===== config.mk =====
export PLATFORM = sky130hd
export DESIGN_NAME = intreg_file
export DESIGN_NICKNAME = d
export VERILOG_FILES = /design/src/design/intreg_pkg.sv /design/src/design/intreg_file.sv /design/src/design/flag_unit.sv
export SDC_FILE = /design/constraint.sdc
export NUM_CORES = 2
export LEC_CHECK = 0
export BUFFER_PORTS_ARGS = -buffer_cell sky130_fd_sc_hd__buf_2
export CAP_MARGIN = 40
export CORE_MARGIN = 5
export CORE_UTILIZATION = 50
export CTS_CLUSTER_SIZE = 12
export DETAILED_ROUTE_END_ITERATION = 8
export PLACE_DENSITY_LB_ADDON = 0.05
export SLEW_MARGIN = 20
export SYNTH_ARGS = -nofsm -noshare
export SYNTH_HDL_FRONTEND = slang
export SYNTH_SLANG_ARGS = --single-unit

===== constraint.sdc =====
create_clock -name clk_sys -period 4.95 [get_ports clk_sys]
set_input_delay 0.495 -clock clk_sys [delete_from_list [all_inputs] [get_ports clk_sys]]
set_output_delay 0.495 -clock clk_sys [all_outputs]
set_load 0.05 [all_outputs]

===== src/design/intreg_pkg.sv =====
// Constants for the integer, flag, scratch and identification registers
package intreg_pkg;
  // Bit positions count from the least significant bit
  localparam int unsigned FLAG_SUMOV_BIT = 31;
  localparam int unsigned FLAG_RANGE_BIT = 30;
  localparam int unsigned FLAG_COUT_BIT = 29;
  localparam int unsigned FLAG_CNT_LSB = 0;
  localparam int unsigned CNT_W = 7;
  localparam int unsigned GREG_COUNT = 32;
  localparam int unsigned SCRATCH_COUNT = 8;
  // Special-register numbers
  localparam logic [9:0] SPR_FLAGS = 10'h001;
  localparam logic [9:0] SPR_USER_SCRATCH = 10'h100;
  localparam logic [9:0] SPR_SCR_RW_BASE = 10'h110;
  localparam logic [9:0] SPR_SCR_RO_BASE = 10'h104;
  localparam logic [9:0] SPR_VERSION = 10'h11f;
  localparam logic [9:0] SPR_INSTANCE = 10'h11e;
  localparam logic [9:0] SPR_CFG0 = 10'h3b3;
  localparam logic [11:0] OWNER_ID = 12'h5a5;   // Arbitrary value
  localparam logic [19:0] VERSION_NUM = 20'h00001; // Arbitrary value
  localparam logic [3:0] INSTANCE_NUM = 4'h0;
  localparam logic [31:0] RESET_WORD = 32'h00000000;
  typedef enum logic [2:0] {
    OP_NONE, OP_ADD, OP_SUB, OP_SRA, OP_MULACC_U, OP_ZLOC, OP_FLAGS_TO_COND
  } alu_op_e;
endpackage


===== src/design/intreg_file.sv =====
// Integer register file, flag register, scratch and identification registers
`timescale 1ns/10ps
module intreg_file (
  input wire logic clk_sys,
  input wire logic reset_n,
  input wire logic user_state_bit,
  input wire logic [4:0] rd_addr_a,
  input wire logic [4:0] rd_addr_b,
  input wire logic gpr_wr_en,
  input wire logic [4:0] gpr_wr_addr,
  input wire logic [31:0] gpr_wr_data,
  input wire logic [2:0] alu_op,
  input wire logic ov_en,
  input wire logic carry_en,
  input wire logic ext_en,
  input wire logic [4:0] shamt,
  input wire logic spr_rd_en,
  input wire logic spr_wr_en,
  input wire logic [9:0] spr_num,
  input wire logic [31:0] spr_wr_data,
  output logic [31:0] rd_data_a,
  output logic [31:0] rd_data_b,
  output logic [31:0] alu_result,
  output logic [3:0] cond_field_zero,
  output logic [6:0] string_byte_count,
  output logic [31:0] spr_rd_data,
  output logic priv_fault
);
  logic [31:0] greg_q [intreg_pkg::GREG_COUNT];
  logic [31:0] scratch_q [intreg_pkg::SCRATCH_COUNT];
  logic [31:0] user_scratch_q, cfg0_q, flags;
  logic [31:0] res_d;
  logic [3:0] cond_d;
  logic flag_wr, sup_ok, known, priv_only, fault_d;
  logic [31:0] rd_d;

  // Supervisor-only numbers, read or write
  function automatic logic is_priv(input logic [9:0] n);
    is_priv = (n[9:3] == intreg_pkg::SPR_SCR_RW_BASE[9:3])
      || n == intreg_pkg::SPR_VERSION || n == intreg_pkg::SPR_INSTANCE
      || n == intreg_pkg::SPR_CFG0;
  endfunction

  assign sup_ok = !user_state_bit;
  assign priv_only = is_priv(spr_num);
  assign flag_wr = spr_wr_en && spr_num == intreg_pkg::SPR_FLAGS;

  flag_unit u_flags (
    .clk_sys(clk_sys),
    .reset_n(reset_n),
    .op(alu_op),
    .ov_en(ov_en),
    .carry_en(carry_en),
    .ext_en(ext_en),
    .opa(rd_data_a),
    .opb(rd_data_b),
    .shamt(shamt),
    .wr_en(flag_wr),
    .wr_data(spr_wr_data),
    .result_d(res_d),
    .cond_d(cond_d),
    .flags_q(flags)
  );

  // General registers, no privilege
  always_ff @(posedge clk_sys) begin
    if (!reset_n) begin
      for (int i = 0; i < intreg_pkg::GREG_COUNT; i++) begin
        greg_q[i] <= intreg_pkg::RESET_WORD;
      end
    end else if (gpr_wr_en) begin
      greg_q[gpr_wr_addr] <= gpr_wr_data;
    end
  end

  always_ff @(posedge clk_sys) begin
    if (!reset_n) begin
      rd_data_a <= 32'h0;
      rd_data_b <= 32'h0;
      alu_result <= 32'h0;
      cond_field_zero <= 4'h0;
      string_byte_count <= 7'h0;
    end else begin
      rd_data_a <= greg_q[rd_addr_a];
      rd_data_b <= greg_q[rd_addr_b];
      alu_result <= res_d;
      if (alu_op == 3'(intreg_pkg::OP_FLAGS_TO_COND)) begin
        cond_field_zero <= cond_d;
      end
      string_byte_count <= flags[6:0];
    end
  end

  // Scratch and configuration writes, privileged ones gated
  always_ff @(posedge clk_sys) begin
    if (!reset_n) begin
      user_scratch_q <= intreg_pkg::RESET_WORD;
      cfg0_q <= intreg_pkg::RESET_WORD;
      for (int i = 0; i < intreg_pkg::SCRATCH_COUNT; i++) begin
        scratch_q[i] <= intreg_pkg::RESET_WORD;
      end
    end else if (spr_wr_en) begin
      if (spr_num == intreg_pkg::SPR_USER_SCRATCH) begin
        user_scratch_q <= spr_wr_data;
      end
      if (sup_ok && spr_num[9:3] == intreg_pkg::SPR_SCR_RW_BASE[9:3]) begin
        scratch_q[spr_num[2:0]] <= spr_wr_data;
      end
      if (sup_ok && spr_num == intreg_pkg::SPR_CFG0) begin
        cfg0_q <= spr_wr_data;
      end
    end
  end

  always_comb begin
    rd_d = 32'h0;
    known = 1'b1;
    if (spr_num == intreg_pkg::SPR_FLAGS) begin
      rd_d = flags;
    end else if (spr_num == intreg_pkg::SPR_USER_SCRATCH) begin
      rd_d = user_scratch_q;
    end else if (spr_num[9:2] == intreg_pkg::SPR_SCR_RO_BASE[9:2]) begin
      rd_d = scratch_q[{1'b1, spr_num[1:0]}];
    end else if (spr_num[9:3] == intreg_pkg::SPR_SCR_RW_BASE[9:3]) begin
      rd_d = scratch_q[spr_num[2:0]];
    end else if (spr_num == intreg_pkg::SPR_VERSION) begin
      rd_d = {intreg_pkg::OWNER_ID, intreg_pkg::VERSION_NUM};
    end else if (spr_num == intreg_pkg::SPR_INSTANCE) begin
      rd_d = {28'h0, intreg_pkg::INSTANCE_NUM};
    end else if (spr_num == intreg_pkg::SPR_CFG0) begin
      rd_d = cfg0_q;
    end else begin
      known = 1'b0;
    end
  end

  assign fault_d = (spr_rd_en || spr_wr_en) && user_state_bit && priv_only;

  always_ff @(posedge clk_sys) begin
    if (!reset_n) begin
      spr_rd_data <= 32'h0;
      priv_fault <= 1'b0;
    end else begin
      priv_fault <= fault_d;
      if (spr_rd_en && !fault_d && known) begin
        spr_rd_data <= rd_d;
      end
    end
  end
endmodule


===== src/design/flag_unit.sv =====
// Arithmetic flag register with overflow, carry and byte count updates
`timescale 1ns/10ps
module flag_unit (
  input wire logic clk_sys,
  input wire logic reset_n,
  input wire logic [2:0] op,
  input wire logic ov_en,
  input wire logic carry_en,
  input wire logic ext_en,
  input wire logic [31:0] opa,
  input wire logic [31:0] opb,
  input wire logic [4:0] shamt,
  input wire logic wr_en,
  input wire logic [31:0] wr_data,
  output logic [31:0] result_d,
  output logic [3:0] cond_d,
  output logic [31:0] flags_q
);
  logic sumov_q, range_q, cout_q;
  logic [6:0] cnt_q;
  logic [32:0] sum;
  logic [32:0] wide;
  logic range_d, cout_d, lost;
  logic [31:0] mask;
  logic [6:0] zcnt;
  intreg_pkg::alu_op_e opc;

  assign opc = intreg_pkg::alu_op_e'(op);

  always_comb begin
    sum = 33'h0;
    wide = 33'h0;
    range_d = range_q;
    cout_d = cout_q;
    result_d = 32'h0;
    cond_d = 4'h0;
    mask = ~(32'hffffffff << shamt);
    lost = |(opa & mask);
    zcnt = 7'h4;
    unique case (opc)
      intreg_pkg::OP_ADD, intreg_pkg::OP_SUB: begin
        // Extended forms consume the stored carry
        wide = {1'b0, (opc == intreg_pkg::OP_SUB) ? ~opa : opa};
        sum = wide + {1'b0, opb} + {32'h0,
              ext_en ? cout_q : (opc == intreg_pkg::OP_SUB)};
        result_d = sum[31:0];
        if (carry_en) begin
          cout_d = sum[32];
        end
        if (ov_en) begin
          range_d = (wide[31] == opb[31]) && (sum[31] != opb[31]);
        end
      end
      intreg_pkg::OP_SRA: begin
        result_d = $signed(opa) >>> shamt;
        cout_d = opa[31] && lost;
      end
      intreg_pkg::OP_MULACC_U: begin
        sum = {1'b0, opa} + {1'b0, opb};
        result_d = sum[31:0];
        if (ov_en) begin
          range_d = sum[32];
        end
      end
      intreg_pkg::OP_ZLOC: begin
        // Later hits are more significant bytes, so the first zero wins
        for (int i = 0; i < 4; i++) begin
          if (opa[i*8 +: 8] == 8'h00) begin
            zcnt = 7'(4 - i);
          end
        end
        result_d = {25'h0, zcnt};
      end
      intreg_pkg::OP_FLAGS_TO_COND: begin
        cond_d = {sumov_q, range_q, cout_q, 1'b0};
      end
      default: begin
      end
    endcase
  end

  always_ff @(posedge clk_sys) begin
    if (!reset_n) begin
      sumov_q <= 1'b0;
      range_q <= 1'b0;
      cout_q <= 1'b0;
      cnt_q <= 7'h0;
    end else if (wr_en) begin
      sumov_q <= wr_data[intreg_pkg::FLAG_SUMOV_BIT];
      range_q <= wr_data[intreg_pkg::FLAG_RANGE_BIT];
      cout_q <= wr_data[intreg_pkg::FLAG_COUT_BIT];
      cnt_q <= wr_data[intreg_pkg::FLAG_CNT_LSB +: intreg_pkg::CNT_W];
    end else if (opc == intreg_pkg::OP_FLAGS_TO_COND) begin
      sumov_q <= 1'b0;
      range_q <= 1'b0;
      cout_q <= 1'b0;
    end else begin
      range_q <= range_d;
      cout_q <= cout_d;
      if (range_d && ov_en) begin
        sumov_q <= 1'b1;
      end
      if (opc == intreg_pkg::OP_ZLOC) begin
        cnt_q <= zcnt;
      end
    end
  end

  // Reserved bits 7:28 are constant zero
  assign flags_q = {sumov_q, range_q, cout_q, 22'h0, cnt_q};
endmodule


==> flow_summary.toml <==
[floorplan]
fp-row-count = 146
die_w_um = 408
die_area_um2 = 166000
core_area_um2 = 158000
initial_core_util_pct = 50.1
io_pins = 246
die-height_um = 408

[placed_design]
gp_congestion = 0.940
place_inst = 7712
place_ws_ps = 323
dp_hpwl_um = 174000
numPortBuffers = 244

[timing]
hold_violations = 0
fmax_mhz = 249
period_share_pct = 81.1
period_needed_ps = 4010
finalWorstSetupSlack_ps = 936
setup_viol_count_final = 0
slew_headroom_pct = 38.4
finalMaxSlewViolations = 0
fin_setup_tns_ps = 0
clock-skew-final_ps = 18.6
whs_ps = 74.5
rsz0062_at_grt = "no"
worst_pin_slew_ps = 922

[run]
drv_cap = 0

[pwr]
p_leak_nw = 31.7
power_density_nw_per_um2 = 351
vdd_drop_max_uv = 352

[global_routing]
grt_overflow_total = 0
grt_max_degree = 65
antenna_found_initial = 39
grtUsageTotal_pct = 32.0
grt_pass1_vias = 51607
grt_pass1_wl_um = 383000

[critical_path]
reg2regPathDepth = 12
cp-start-kind = "flip-flop"
r2r_setup_slack_ps = 940
r2r_start = "u_flags.cout_q"
cp_data_arrival_time_ps = 4690
critical_path.max_stage_delay_ps = 660
worstSetupPathType = "flip-flop to flip-flop"
cp_slowest_cell = "dfxtp_1"
worst-path-max-fanout = 6
setup.worst_path.end_class = "flip-flop"
required_ps = 5630
worstPathCellList = "mux2i_1, fa_1, fa_1, nand2b_1, a21oi_1, o211ai_1, o211ai_1, o21ai_0, o21bai_1, a311oi_1, a211oi_1, a21oi_1"
timing.rr.end = "alu_result[24]"

[min_path]
holdCritPathClass = "input port to flip-flop"
whs_path_depth = 3
min_to = "cfg0_q[6]"
hold_path_startpoint = "spr_wr_data[6]"

[synth]
synth_nets = 5874
ys_warn_count = 0
synth_top_area_cell = "edfxtp_1"
synth_top_cell_area_share_pct = 48.6
ys.flop_type = "edfxtp_1"
synth_seq_cells = 1493
synth_area_per_cell_um2 = 13.9
synth.most_common_cell = "edfxtp_1"
ys_types = 72
synth_area_um2 = 79100
synth.area.top_cells = "edfxtp_1 49%, mux4_2 20%, and2_1 9.7%, dfxtp_1 5.4%, clkbuf_1 2.2%"
synth_edf_count = 1280
ys_top_cells_by_count = "1280 x edfxtp_1, 1228 x and2_1, 703 x mux4_2, 461 x clkbuf_1, 344 x nand2_1"
async_reset_ff_share_pct = 0
synthCells = 5702
ys_seq_area_share_pct = 54.0

[drt]
drc = 0
drt_wl_total_um = 268000
drt-met1-wl_um = 107000
dr.pass1.iters = 8
dr.max_layer_used = "met5"
drtIter0Drc = 6840
wl_per_cell_um = 33.3
route.met3.wl_um = 24600
antenna_left = 0
vias_per_cell = 6.43
dr_wl_met2_um = 127000
num_vias = 51800

[finish]
nFillCells = 12680
stdcell_count = 8053
area_growth_syn_to_layout_pct = 13.5
regArea_um2 = 42700
multi_input_area_um2 = 35000
final_nets = 6009
drive_above_1_share_pct = 25.5

[cts]
clock_latency_ps = 810
cts-root-buf = "clkbuf_16"
clkSinkCount = 1493
cts_buffer_depth = 3
cts_tree = "yes"
htreeDepth = 4
cts_resized = 0
cts-buffers-inserted = 165
clk_pin_slew_ps = 70

[outcome]
outcome = "completed"
==> state kept, by name (all words and copies together) (netlist names), 3 cells and up <==
register and cells:
u_flags.cnt_q 7, greg_q 1024, cfg0_q 32, rd_data_b 32
spr_rd_data 32, alu_result 32, cond_field_zero 3, rd_data_a 32
scratch_q 256, user_scratch_q 32, string_byte_count 7
==> report_power, final <==
part	switching, mW	leakage (nW)	internal (mW)
registers	0.432	13.9	14.3
logic	2.87	15.3	1.90
clock network	5.20	2.50	6.77
==> worst max-delay path, delay by kind of cell (launching register included) <==
kind / cells / cell delay, ps
multiplexers: 1 / 190
AND/OR/NAND/NOR: 1 / 180
adder cells (fa/ha/maj): 2 / 920
AO/OA/AOI/OAI: 8 / 1940
flip-flops: 1 / 660
==> cells in the final DEF (no fill, tap or decap), types with 35 or more instances in the layout <==
cell type  instances
clkbuf_16        168
buf_12            43
xor2_1            45
buf_4            174
edfxtp_1        1280
dfxtp_1          213
nor2b_1           85
and3_1            76
a21oi_1          171
clkbuf_1          62
mux4_2           703
o21ai_4           38
nand2_1          344
mux2i_1          100
a21boi_0          76
o21ai_0          109
nor2_4            35
and2_1          1229
buf_2            234
nor2_1           112
ha_1              63
==> how the worst max path moves through the flow <==
stage	cells past startpoint	slack [ps]	from	to
2_1_floorplan	6	130	spr_num[0]	scratch_q[5][0]
3_3_place_gp	15	300	alu_op[0]	u_flags.range_q
3_5_place_dp	15	320	alu_op[0]	u_flags.range_q
4_1_cts	12	960	u_flags.cout_q	alu_result[24]
5_1_grt	12	730	u_flags.cout_q	alu_result[24]
6_report	12	940	u_flags.cout_q	alu_result[24]
==> what timing repair did <==
item | in CTS | in global routing
hold endpoints to repair | 42 | 0
buffers inserted | 0 | 0
hold buffers | 24 | 0
==> per-layer routing <==
layer  vias up  global-route usage, %
met5         -                      0
met4        14                   9.54
met3       431                   7.02
met2      2544                   51.3
met1     26933                   44.3
li1      21878                      -
==> final cells by class <==
type | count | area share [%]
Antenna cell | 11 | 0.0307
Clock buffer | 238 | 5.07
Clock inverter | 62 | 0.680
Inverter | 28 | 0.117
Multi-Input combinational cell | 3644 | 39.0
Sequential cell | 1493 | 47.6
Tap cell | 2072 | 2.89
Timing Repair Buffer | 505 | 4.65
==> kinds of logic (layout without fill, tap and decap cells) <==
kind of cell	after synthesis	count (layout)	share of synthesized area, %
and+or+nand+nor	2022	2022	14.4
DFF	1493	1493	54.0
muxes	830	830	21.7
AOI/OAI and AO/OA	644	644	5.24
buffers and inverters	565	833	2.69
xor gates and xnor gates	79	79	0.875
adders and majority gates	68	68	1.10
other	1	12	0.00474
==> stage by stage <==
| step | util, % | total power, mW | cell area, um2 |
|---|---|---|---|
| floorplan | - | 17.9 | 79100 |
| global placement | 53.0 | 19.6 | 83700 |
| detailed placement | 53.4 | 19.7 | 84200 |
| CTS | 56.8 | 31.6 | 89600 |
| global route | 56.8 | 32.4 | 89700 |
| finish | 56.9 | 31.5 | 89700 |
(Power assumes the default switching activity.)
